### config.mk
export PLATFORM = sky130hd
export DESIGN_NAME = dbc_top
export DESIGN_NICKNAME = d
export VERILOG_FILES = /design/src/hw/dbc_pkg.sv /design/src/hw/dbc_top.sv
export VERILOG_INCLUDE_DIRS = /design/src /design/src/hw
export SDC_FILE = /design/constraint.sdc
export NUM_CORES = 1
export LEC_CHECK = 0
export ABC_CLOCK_PERIOD_IN_PS = 2500
export BUFFER_PORTS_ARGS = -buffer_cell sky130_fd_sc_hd__buf_2
export CAP_MARGIN = 5
export CORE_AREA = 2 2 133 135
export DETAILED_ROUTE_END_ITERATION = 7
export DIE_AREA = 0 0 135 137
export PLACE_DENSITY_LB_ADDON = 0.12
export SLEW_MARGIN = 20
export SYNTH_ARGS = -nofsm -noshare
export SYNTH_HDL_FRONTEND = slang
export SYNTH_SLANG_ARGS = --single-unit
### constraint.sdc
create_clock -name pclk -period 2.5 [get_ports pclk]
set_input_delay 0.375 -clock pclk [delete_from_list [all_inputs] [get_ports pclk]]
set_output_delay 0.375 -clock pclk [all_outputs]
set_load 0.005 [all_outputs]
### src/hw/dbc_params.svh
// Purpose: offsets, field positions, reset values and fixed codes of the window-three header slice
// Assumes: byte addresses on a 32-bit apb bus, one aligned word per register
// Notes: definitions only
`ifndef DBC_PARAMS_SVH
`define DBC_PARAMS_SVH

`define DBC_AW 12
`define DBC_OFS_BASE 12'h020
`define DBC_OFS_UPPER 12'h024
`define DBC_OFS_RSVD_A 12'h028
`define DBC_OFS_SUBSYS 12'h02c
`define DBC_OFS_RSVD_B 12'h030
`define DBC_OFS_CAP 12'h034
`define DBC_OFS_ROM 12'h038

`define DBC_BASE_MSB 31
`define DBC_BASE_LSB 12
`define DBC_TYPE_MSB 2
`define DBC_TYPE_LSB 1
`define DBC_SETUP_EN_BIT 31

`define DBC_BASE_RST 20'h00000
`define DBC_UPPER_RST 32'h00000000
`define DBC_TYPE_RST 2'h0
`define DBC_TYPE_32 2'h0
`define DBC_TYPE_64 2'h1
`define DBC_CAP_PTR 8'h80
`define DBC_ROM_VALUE 32'h00000000
`define DBC_ZERO32 32'h00000000
`define DBC_ZERO20 20'h00000

`endif

### src/hw/dbc_pkg.sv
// Purpose: types shared by the window-three header slice
// Assumes: dbc_params.svh holds all numbers
// Notes: carriers for the address check port and the module state
package dbc_pkg;

  // address offered to the window decoder
  typedef struct packed {
    logic valid;
    logic [63:0] addr;
  } dbc_req_type;

  // decoder answer, one cycle after the request
  typedef struct packed {
    logic valid;
    logic hit;
    logic [63:0] addr;
  } dbc_res_type;

  // setup values loaded from eeprom, smbus or local processor
  typedef struct packed {
    logic [31:0] mask_lo;
    logic [31:0] mask_hi;
    logic [31:0] xlat_base;
    logic [15:0] sub_vendor;
    logic [15:0] sub_device;
  } dbc_setup_type;

  typedef struct packed {
    logic [19:0] base_lo;
    logic [31:0] base_hi;
    logic [1:0] addr_type;
    dbc_res_type res;
  } dbc_state_type;

endpackage

### src/hw/dbc_top.sv
// Purpose: window-three base registers, subsystem id, capability pointer and null rom base
// Assumes: apb3 slave, zero wait states while clk_en is high, setup values held stable by the loader
// Notes: decoder answers one cycle after each request; clk_en low freezes all state and stalls the bus with pready low
//
// The APB register port was chosen for this implementation.
`timescale 1ns/10ps
`include "dbc_params.svh"

module dbc_top (
  // clock, reset, enable
  input wire logic pclk,
  input wire logic presetn,
  input wire logic clk_en,
  // apb slave
  input wire logic psel,
  input wire logic penable,
  input wire logic pwrite,
  input wire logic [`DBC_AW-1:0] paddr,
  input wire logic [31:0] pwdata,
  output logic [31:0] prdata,
  output logic pready,
  output logic pslverr,
  // setup values from the private register space
  input wire dbc_pkg::dbc_setup_type setup,
  // address decode and translation
  input wire dbc_pkg::dbc_req_type req,
  output dbc_pkg::dbc_res_type res
);
  import dbc_pkg::*;

  dbc_state_type st_reg;
  dbc_state_type st_next;

  logic xfer;
  logic wr_en;
  logic rd_en;
  logic mapped;
  logic window_en;
  logic [19:0] mask_lo;
  logic [31:0] base_lo_word;
  logic [31:0] rd_word;
  logic hit32;
  logic hit64;
  logic [31:0] xlat_lo;

  // waits only come from a frozen clock enable
  assign pready = clk_en;
  assign xfer = psel && penable && clk_en;
  assign wr_en = xfer && pwrite;
  assign rd_en = xfer && !pwrite;
  assign mask_lo = setup.mask_lo[`DBC_BASE_MSB:`DBC_BASE_LSB];

  always_comb begin
    unique case (paddr)
      `DBC_OFS_BASE, `DBC_OFS_UPPER, `DBC_OFS_RSVD_A, `DBC_OFS_SUBSYS,
      `DBC_OFS_RSVD_B, `DBC_OFS_CAP, `DBC_OFS_ROM: mapped = 1'b1;
      default: mapped = 1'b0;
    endcase
  end

  // unmapped addresses answer with an error, never a silent write
  assign pslverr = xfer && !mapped;

  // both halves must be enabled; a stale upper mask also kills a 32-bit window
  assign window_en = setup.mask_lo[`DBC_SETUP_EN_BIT] && setup.mask_hi[`DBC_SETUP_EN_BIT];

  // non-writable base bits read back zero so sizing by all-ones works; type bits show the setup code
  always_comb begin
    base_lo_word = `DBC_ZERO32;
    base_lo_word[`DBC_BASE_MSB:`DBC_BASE_LSB] = st_reg.base_lo & mask_lo;
    base_lo_word[`DBC_TYPE_MSB:`DBC_TYPE_LSB] = st_reg.addr_type;
  end

  always_comb begin
    rd_word = `DBC_ZERO32;
    unique case (paddr)
      `DBC_OFS_BASE: rd_word = base_lo_word;
      `DBC_OFS_UPPER: rd_word = st_reg.base_hi & setup.mask_hi;
      `DBC_OFS_SUBSYS: rd_word = {setup.sub_device, setup.sub_vendor};
      `DBC_OFS_CAP: rd_word = {24'h000000, `DBC_CAP_PTR};
      `DBC_OFS_ROM: rd_word = `DBC_ROM_VALUE;
      default: rd_word = `DBC_ZERO32;
    endcase
  end

  assign prdata = rd_en ? rd_word : `DBC_ZERO32;

  // window compare, granularity 4KB; address bits 31 and 63 are always compared, since the enable bits sit in the masks
  assign hit32 = window_en && (st_reg.addr_type == `DBC_TYPE_32) &&
                 (req.addr[63:32] == `DBC_ZERO32) &&
                 ((req.addr[31:12] & mask_lo) == (st_reg.base_lo & mask_lo));
  assign hit64 = window_en && (st_reg.addr_type == `DBC_TYPE_64) &&
                 ((req.addr[63:32] & setup.mask_hi) == (st_reg.base_hi & setup.mask_hi)) &&
                 ((req.addr[31:12] & mask_lo) == (st_reg.base_lo & mask_lo));
  assign xlat_lo = (setup.xlat_base & {mask_lo, 12'h000}) |
                   (req.addr[31:0] & ~{mask_lo, 12'h000});

  always_comb begin
    st_next = st_reg;
    // width field follows the loaded setup code
    st_next.addr_type = setup.mask_lo[`DBC_TYPE_MSB:`DBC_TYPE_LSB];
    if (wr_en && (paddr == `DBC_OFS_BASE)) begin
      st_next.base_lo = (st_reg.base_lo & ~mask_lo) |
                        (pwdata[`DBC_BASE_MSB:`DBC_BASE_LSB] & mask_lo);
    end
    if (wr_en && (paddr == `DBC_OFS_UPPER)) begin
      st_next.base_hi = (st_reg.base_hi & ~setup.mask_hi) | (pwdata & setup.mask_hi);
    end
    st_next.res.valid = req.valid;
    st_next.res.hit = req.valid && (hit32 || hit64);
    if (req.valid && hit32) begin
      st_next.res.addr = {`DBC_ZERO32, xlat_lo};
    end else begin
      st_next.res.addr = req.addr;
    end
  end

  always_ff @(posedge pclk or negedge presetn) begin
    if (!presetn) begin
      st_reg.base_lo <= `DBC_BASE_RST;
      st_reg.base_hi <= `DBC_UPPER_RST;
      st_reg.addr_type <= `DBC_TYPE_RST;
      st_reg.res <= '0;
    end else if (clk_en) begin
      st_reg <= st_next;
    end
  end

  assign res = st_reg.res;

  // checks

  a_base_low_zero: assert property (@(posedge pclk) disable iff (!presetn)
    (rd_en && paddr == `DBC_OFS_BASE) |->
      (prdata[0] == 1'b0 && prdata[3] == 1'b0 && prdata[11:4] == 8'h00))
    else $error("base low bits not zero");

  a_type_field_read: assert property (@(posedge pclk) disable iff (!presetn)
    (rd_en && paddr == `DBC_OFS_BASE) |->
      prdata[2:1] == st_reg.addr_type)
    else $error("type field mismatch");

  a_base_masked_write: assert property (@(posedge pclk) disable iff (!presetn)
    (wr_en && paddr == `DBC_OFS_BASE) |=>
      (st_reg.base_lo & $past(mask_lo)) == ($past(pwdata[31:12]) & $past(mask_lo)) &&
      (st_reg.base_lo & ~$past(mask_lo)) == ($past(st_reg.base_lo) & ~$past(mask_lo)))
    else $error("base write ignored mask");

  a_upper_masked_write: assert property (@(posedge pclk) disable iff (!presetn)
    (wr_en && paddr == `DBC_OFS_UPPER) |=>
      (st_reg.base_hi & ~$past(setup.mask_hi)) ==
      ($past(st_reg.base_hi) & ~$past(setup.mask_hi)))
    else $error("upper read-only bit changed");

  a_disabled_no_hit: assert property (@(posedge pclk) disable iff (!presetn)
    (clk_en && req.valid && !window_en) |=> (res.valid && !res.hit))
    else $error("hit while window off");

  a_xlat_upper_zero: assert property (@(posedge pclk) disable iff (!presetn)
    (clk_en && req.valid && hit32) |=>
      (res.hit && res.addr[63:32] == 32'h00000000 &&
       res.addr[11:0] == $past(req.addr[11:0])))
    else $error("32-bit translation wrong");

  a_pass_unchanged: assert property (@(posedge pclk) disable iff (!presetn)
    (clk_en && req.valid && hit64) |=> (res.hit && res.addr == $past(req.addr)))
    else $error("64-bit address altered");

  a_subsys_read: assert property (@(posedge pclk) disable iff (!presetn)
    (rd_en && paddr == `DBC_OFS_SUBSYS) |->
      prdata == {setup.sub_device, setup.sub_vendor})
    else $error("subsystem id wrong");

  a_cap_ptr_read: assert property (@(posedge pclk) disable iff (!presetn)
    (rd_en && paddr == `DBC_OFS_CAP) |-> prdata == 32'h00000080)
    else $error("capability pointer wrong");

  a_rsvd_rom_zero: assert property (@(posedge pclk) disable iff (!presetn)
    (rd_en && (paddr == `DBC_OFS_ROM || paddr == `DBC_OFS_RSVD_A ||
               paddr == `DBC_OFS_RSVD_B)) |-> prdata == 32'h00000000)
    else $error("reserved or rom not zero");

  a_rsvd_write_inert: assert property (@(posedge pclk) disable iff (!presetn)
    (wr_en && (paddr == `DBC_OFS_RSVD_A || paddr == `DBC_OFS_RSVD_B)) |=>
      (st_reg.base_lo == $past(st_reg.base_lo) && st_reg.base_hi == $past(st_reg.base_hi)))
    else $error("reserved write had effect");

  a_freeze_hold: assert property (@(posedge pclk) disable iff (!presetn)
    !clk_en |=> (st_reg == $past(st_reg)))
    else $error("state moved while frozen");

  // register bus side

  a_upper_write_land: assert property (@(posedge pclk) disable iff (!presetn)
    (wr_en && paddr == `DBC_OFS_UPPER) |=>
      (st_reg.base_hi & $past(setup.mask_hi)) == ($past(pwdata) & $past(setup.mask_hi)))
    else $error("upper writable bit not written");

  a_upper_read_masked: assert property (@(posedge pclk) disable iff (!presetn)
    (rd_en && paddr == `DBC_OFS_UPPER) |->
      prdata == (st_reg.base_hi & setup.mask_hi))
    else $error("upper read wrong");

  a_base_read_masked: assert property (@(posedge pclk) disable iff (!presetn)
    (rd_en && paddr == `DBC_OFS_BASE) |->
      prdata[31:12] == (st_reg.base_lo & mask_lo))
    else $error("base read wrong");

  a_unmapped_err: assert property (@(posedge pclk) disable iff (!presetn)
    (xfer && !mapped) |->
      (pslverr && prdata == 32'h00000000))
    else $error("unmapped access not refused");

  a_mapped_no_err: assert property (@(posedge pclk) disable iff (!presetn)
    (xfer && mapped) |->
      !pslverr)
    else $error("mapped access refused");

  a_ready_follows_en: assert property (@(posedge pclk) disable iff (!presetn)
    1'b1 |->
      pready == clk_en)
    else $error("ready not tied to enable");

  a_idle_prdata_zero: assert property (@(posedge pclk) disable iff (!presetn)
    !rd_en |->
      prdata == 32'h00000000)
    else $error("read data outside read access");

  a_idle_no_err: assert property (@(posedge pclk) disable iff (!presetn)
    !xfer |->
      !pslverr)
    else $error("error outside access");

  a_err_in_access: assert property (@(posedge pclk) disable iff (!presetn)
    pslverr |->
      (psel && penable && clk_en))
    else $error("error without access phase");

  a_frozen_quiet: assert property (@(posedge pclk) disable iff (!presetn)
    !clk_en |->
      (!pready && !pslverr && prdata == 32'h00000000))
    else $error("bus answered while frozen");

  a_type_tracks_setup: assert property (@(posedge pclk) disable iff (!presetn)
    clk_en |=>
      st_reg.addr_type == $past(setup.mask_lo[2:1]))
    else $error("type field not following setup");

  a_base_no_stray: assert property (@(posedge pclk) disable iff (!presetn)
    (clk_en && !(wr_en && paddr == `DBC_OFS_BASE)) |=>
      st_reg.base_lo == $past(st_reg.base_lo))
    else $error("base changed without write");

  a_upper_no_stray: assert property (@(posedge pclk) disable iff (!presetn)
    (clk_en && !(wr_en && paddr == `DBC_OFS_UPPER)) |=>
      st_reg.base_hi == $past(st_reg.base_hi))
    else $error("upper changed without write");

  a_rom_read_zero: assert property (@(posedge pclk) disable iff (!presetn)
    (rd_en && paddr == `DBC_OFS_ROM) |->
      prdata == `DBC_ROM_VALUE)
    else $error("rom base not zero");

  a_cap_high_zero: assert property (@(posedge pclk) disable iff (!presetn)
    (rd_en && paddr == `DBC_OFS_CAP) |->
      prdata[31:8] == 24'h000000)
    else $error("capability high bits set");

  a_err_write_inert: assert property (@(posedge pclk) disable iff (!presetn)
    (wr_en && !mapped) |=>
      (st_reg.base_lo == $past(st_reg.base_lo) && st_reg.base_hi == $past(st_reg.base_hi)))
    else $error("refused write had effect");

  a_ro_write_inert: assert property (@(posedge pclk) disable iff (!presetn)
    (wr_en && (paddr == `DBC_OFS_SUBSYS || paddr == `DBC_OFS_CAP || paddr == `DBC_OFS_ROM)) |=>
      (st_reg.base_lo == $past(st_reg.base_lo) && st_reg.base_hi == $past(st_reg.base_hi)))
    else $error("read-only write had effect");

  // reset acts without a clock, so this one ignores the disable

  a_reset_values: assert property (@(posedge pclk)
    !presetn |->
      (st_reg.base_lo == `DBC_BASE_RST && st_reg.base_hi == `DBC_UPPER_RST &&
       st_reg.addr_type == `DBC_TYPE_RST && !st_reg.res.valid))
    else $error("state not at reset value");

  // decoder side

  a_rsvd_type_no_hit: assert property (@(posedge pclk) disable iff (!presetn)
    st_reg.addr_type[1] |->
      (!hit32 && !hit64))
    else $error("reserved type code decoded");

  a_hit32_high_zero: assert property (@(posedge pclk) disable iff (!presetn)
    hit32 |->
      req.addr[63:32] == 32'h00000000)
    else $error("32-bit hit above 4GB");

  a_xlat_base_bits: assert property (@(posedge pclk) disable iff (!presetn)
    (clk_en && req.valid && hit32) |=>
      (res.addr[31:12] & $past(mask_lo)) == ($past(setup.xlat_base[31:12]) & $past(mask_lo)))
    else $error("translated base bits wrong");

  a_xlat_offset_bits: assert property (@(posedge pclk) disable iff (!presetn)
    (clk_en && req.valid && hit32) |=>
      (res.addr[31:12] & ~$past(mask_lo)) == ($past(req.addr[31:12]) & ~$past(mask_lo)))
    else $error("window offset lost in translation");

  a_miss_unchanged: assert property (@(posedge pclk) disable iff (!presetn)
    (clk_en && req.valid && !hit32) |=>
      res.addr == $past(req.addr))
    else $error("untranslated address altered");

  a_res_valid_follow: assert property (@(posedge pclk) disable iff (!presetn)
    clk_en |=>
      res.valid == $past(req.valid))
    else $error("answer not one cycle after request");

  a_hit_needs_valid: assert property (@(posedge pclk) disable iff (!presetn)
    res.hit |->
      res.valid)
    else $error("hit without answer");

  a_off_no_decode: assert property (@(posedge pclk) disable iff (!presetn)
    !window_en |->
      (!hit32 && !hit64))
    else $error("decode while window off");

  a_lo_enable_off: assert property (@(posedge pclk) disable iff (!presetn)
    (clk_en && req.valid && !setup.mask_lo[`DBC_SETUP_EN_BIT]) |=>
      !res.hit)
    else $error("hit with lower enable clear");

  a_hi_enable_off: assert property (@(posedge pclk) disable iff (!presetn)
    (clk_en && req.valid && !setup.mask_hi[`DBC_SETUP_EN_BIT]) |=>
      !res.hit)
    else $error("hit with upper enable clear");

  a_modes_exclusive: assert property (@(posedge pclk) disable iff (!presetn)
    hit32 |->
      !hit64)
    else $error("both decode widths hit");

  a_hit32_type: assert property (@(posedge pclk) disable iff (!presetn)
    hit32 |->
      st_reg.addr_type == `DBC_TYPE_32)
    else $error("32-bit hit in wrong mode");

  a_hit64_type: assert property (@(posedge pclk) disable iff (!presetn)
    hit64 |->
      st_reg.addr_type == `DBC_TYPE_64)
    else $error("64-bit hit in wrong mode");

  a_hit64_upper_match: assert property (@(posedge pclk) disable iff (!presetn)
    hit64 |->
      (req.addr[63:32] & setup.mask_hi) == (st_reg.base_hi & setup.mask_hi))
    else $error("upper half mismatch on hit");

  a_hit_low_match: assert property (@(posedge pclk) disable iff (!presetn)
    (hit32 || hit64) |->
      (req.addr[31:12] & mask_lo) == (st_reg.base_lo & mask_lo))
    else $error("lower half mismatch on hit");

endmodule

=== Word-level counts from Yosys, hierarchy flattened ===
Cells that the tools add are included.

* Divide/modulo/power cells: 0
* Shift operators: 0
* Multiplexer cells: 4
* Equality and inequality tests: 10
* Add/sub/neg operators: 0
* Reduce and logical (&&, ||, !) cells: 24
* Multiply operators: 0
* Order comparisons: 0
* Bitwise gates (word level): 16

{| class="wikitable"
|+ Operators by type and width
! kind !! number
|-
| $and A32 B32 Y32 || 6
|-
| $pmux W32 S4 || 1
|-
| $eq A12 B6 Y1 const B || 7
|-
| $and A20 B20 Y20 || 4
|-
| $mux W64 || 1
|-
| $not A32 Y32 || 2
|-
| $or A32 B32 Y32 || 2
|-
| $eq A32 B32 Y1 || 1
|-
| $logic_not A32 Y1 || 1
|-
| $mux W32 || 1
|-
| $eq A20 B20 Y1 || 1
|-
| $not A20 Y20 || 1
|-
| $or A20 B20 Y20 || 1
|-
| $logic_and A1 B1 Y1 || 16
|-
| $reduce_or A7 Y1 || 1
|-
| $reduce_and A2 Y1 || 2
|-
| $eq A2 B1 Y1 const B || 1
|-
| $logic_not A1 Y1 || 2
|-
| $logic_not A2 Y1 || 1
|-
| $logic_or A1 B1 Y1 || 1
|-
| $mux W1 || 1
|}

* Memories: 0
* Input port bits: 243
* RAM bits: 0
* ROM bits: 0
* Logic and storage cells: 60
* Bits in latches: 0
* Output and inout port bits: 100
* Flip-flop bits (word level): 120

=== Logic depth before layout (Yosys ltp) ===
* Depth in word-level cells: 6
* Mapped depth: 8
* Gate-level depth less buffers: 6

=== Worst setup path before layout ===
No wires, ideal clock.

* Path type: input-to-output
* Start: input port paddr[7]
* End: output port prdata[30]
* Setup slack: 281 ps
* Arrival: 1844 ps
* Stages on the path: 6
* Buffers on the path: 2
* Data required time: 2125 ps
* Cell sequence: nor4_2 nand4_2 or4_1 clkbuf_1 clkbuf_1 a21oi_1

* Longest elaborated chain between the ends: 3
* Elaborated cells on any way between the ends: 6
* Those cells by class: eq/ne: 4; mux: 2

{| class="wikitable"
|+ RTL lines
! item !! RTL line !! RTL
|-
| start: declaration || dbc_top.sv:18 || <nowiki>input wire logic [`DBC_AW-1:0] paddr,</nowiki>
|-
| $eq A12 B6 Y1 || dbc_top.sv:76 || <nowiki>unique case (paddr)</nowiki>
|-
| $pmux W32 S4 * || dbc_top.sv:76 ||
|-
| $mux W32 (no line) * || - ||
|-
| end: declaration || dbc_top.sv:20 || <nowiki>output logic [31:0] prdata,</nowiki>
|}

Mark *: on every way between the ends. The rest lies on a longest branch, timed or not.

=== Worst setup path after layout ===
Same ends and word-level chain as after synthesis.

==> flow_metrics.tcl <==
set metrics [dict create \
    synthArstFlopShare_pct 100.0 \
    rows 48 \
    cap_violations 0 \
    fin_crit_sh_pct 97.61 \
    via_per_inst 5.285 \
    synth_cell_type_count 37 \
    drc_errors 0 \
    hold_violations 0 \
    root_buffer "clkbuf_16" \
    fillers 1625 \
    initial_core_util_pct 40.95 \
    cts_max_level 4 \
    syn_avg_cell_area_um2 9.823 \
    slew-limit-headroom_pct 52.65 \
    final.min_clock_period_ns 2.440 \
    critPathMaxStageDelay_ns 0.57 \
    yosysWarnings 0 \
    wirelength_mm 25.93 \
    arrival_ns 2.07 \
    drive_gt1_share_pct 47.41 \
    syn2layout_area_growth_pct 35.26 \
    coreArea_um2 17060 \
    drt_iter0_markers 396 \
    overflow 0 \
    clock_latency_ns 0.42 \
    ios 343 \
    setup_tns_ns 0 \
    grt_pass1_wl_mm 38.93 \
    hpwl_mm 20.61 \
    syn_area_um2 6984 \
    synth_edf_count 0 \
    ys.flop_type "dfrtp_1" \
    cts_tree "done" \
    cts_buffers 17 \
    yosys_register_bits 120 \
    gp_congestion 0.8488 \
    finalMaxSlewViolations 0 \
    num_vias 6606 \
    final_nets 1254 \
    finClkSkew_ns 0.007508 \
    timing.fmax_ghz 0.4098 \
    grt_max_degree 71 \
    required_ns 2.12 \
    io_buffer_count 320 \
    cp_cell_sequence "buf_2, nor4_4, nand4_2, or4_1, buf_4, a21oi_1, buf_2" \
    first_pass_iters 5 \
    cts.path.max_buffers 2 \
    crit_fanout 19 \
    clk_pin_slew_worst_paths_ns 0.05 \
    start_kind "input port" \
    die-area_um2 18500 \
    critPathSlowestCell "or4_1" \
    die_x_um 135 \
    synth_cells 711 \
    first_global_vias 6680 \
    crit_family "simple AND/OR/NAND/NOR gates" \
    cp-end-kind "output port" \
    leakage_uw 0.004601 \
    cts_sinks 120 \
    p_per_area_nw_per_um2 583.6 \
    grt_usage_pct 28.25 \
    setup_viol 0 \
    drtAntennaViolNets 0 \
    worstMarginPinSlew_ns 0.7102 \
    status "completed" \
    ys_seq_area_share_pct 43.00 \
    critical_path_class "in2out" \
    antenna_found_initial 2 \
    crit_buf_inv 3 \
    p_total_uw 5513 \
    hold_path_class "in2reg" \
    irDropWorstVdd_mv 0.4769 \
    die_h_um 137 \
    crit_top_cell "buf_2" \
    wl_per_cell_um 20.75 \
    syn_nets 954 \
]
## synth_stat cells (3+ instances only)
master	count	area, um^2
a21oi_1	25	125.1
a22oi_1	12	90.09
a31oi_1	22	137.6
a32oi_1	31	271.5
buf_2	4	20.02
buf_4	68	510.5
buf_6	3	33.78
clkbuf_1	22	82.58
dfrtp_1	120	3003
inv_1	24	90.09
mux2_1	31	349.1
mux2_2	68	765.7
nand2_1	90	337.8
nand3_1	44	220.2
nand4_1	5	31.28
nor2_1	33	123.9
nor4_1	16	100.1
nor4_2	3	37.54
o21ai_0	12	60.06
o21ai_1	9	45.04
o22ai_1	16	100.1
xor2_1	33	289.0
## worst paths after layout
path                       startpoint    endpoint  slack, ns  depth (start not counted)
hold / removal             pwdata[10]    register       0.17                          2
max in group asynchronous     presetn     res[39]       1.20                          3
setup reg to reg             register     res[15]       0.15                          8
hold reg to reg               res[63]     res[63]       0.50                          1
setup / recovery             paddr[7]  prdata[30]       0.06                          7
min in group asynchronous     presetn      res[3]       0.55                          2
## kinds of logic after synthesis
logic type             count (synthesis)  synth area share [%]
AND/OR/NAND/NOR                      201                 13.31
AO/OA/AOI/OAI                        133                 12.65
buffers and inverters                123                 10.70
flip-flops                           120                 43.00
multiplexers                          99                 15.96
XOR/XNOR                              35                 4.389
## metrics by stage
step | instances | hold slack [ns] | area [um^2] | setup WS (ns) | util, %
floorplan | 711 | 0.07941 | 6984 | 0.2813 | -
global placement | 1214 | 0.4459 | 8727 | -0.2010 | 51.17
detailed placement | 1214 | 0.4429 | 8727 | -0.2153 | 51.17
CTS | 1246 | 0.1549 | 9368 | 0.02655 | 54.92
global route | 1250 | 0.1554 | 9447 | -0.02436 | 55.38
finish | 1250 | 0.1666 | 9447 | 0.05987 | 55.38
## power breakdown
| part | switching, uW | leakage, uW | total [uW] | internal, uW |
|---|---|---|---|---|
| logic | 374 | 0.00278 | 737 | 363 |
| registers | 53.2 | 0.00151 | 2100 | 2050 |
| clock network | 909 | 0.000309 | 2670 | 1760 |
## placed cells by master, fill, tap and decap left out, types with 25 or more instances in the layout
master	n
nand2_1	90
nand3_1	44
buf_2	318
a32oi_1	30
xor2_1	33
mux2_1	31
dfrtp_1	120
mux2_2	68
a21oi_1	25
nor2_1	33
buf_4	51
## layer usage
layer	up-vias	GRT usage [%]	part of all wire (%)
met1	3177	36.07	42
met3	34	7.667	7.5
met5	-	0	0
li1	3113	-	-
met2	282	46.98	48
met4	0	8.507	2.1
## layout make-up
class	instances	area (um^2)	area share [%]
Multi-Input combinational cell	468	3287	34.79
Tap cell	225	281.5	2.980
Inverter	24	90.09	0.9536
Clock buffer	23	488.0	5.166
Antenna cell	2	5.005	0.05298
Timing Repair Buffer	380	2150	22.75
Clock inverter	8	142.6	1.510
Sequential cell	120	3003	31.79
## what timing repair did
item,4_1_cts,5_1_grt
endpoints found under the setup margin,0,25
hold buffers,1,0
hold endpoints to repair,2,0
setup buffers,0,2
resized for setup,0,6
Power figures use the tool's default switching activity.
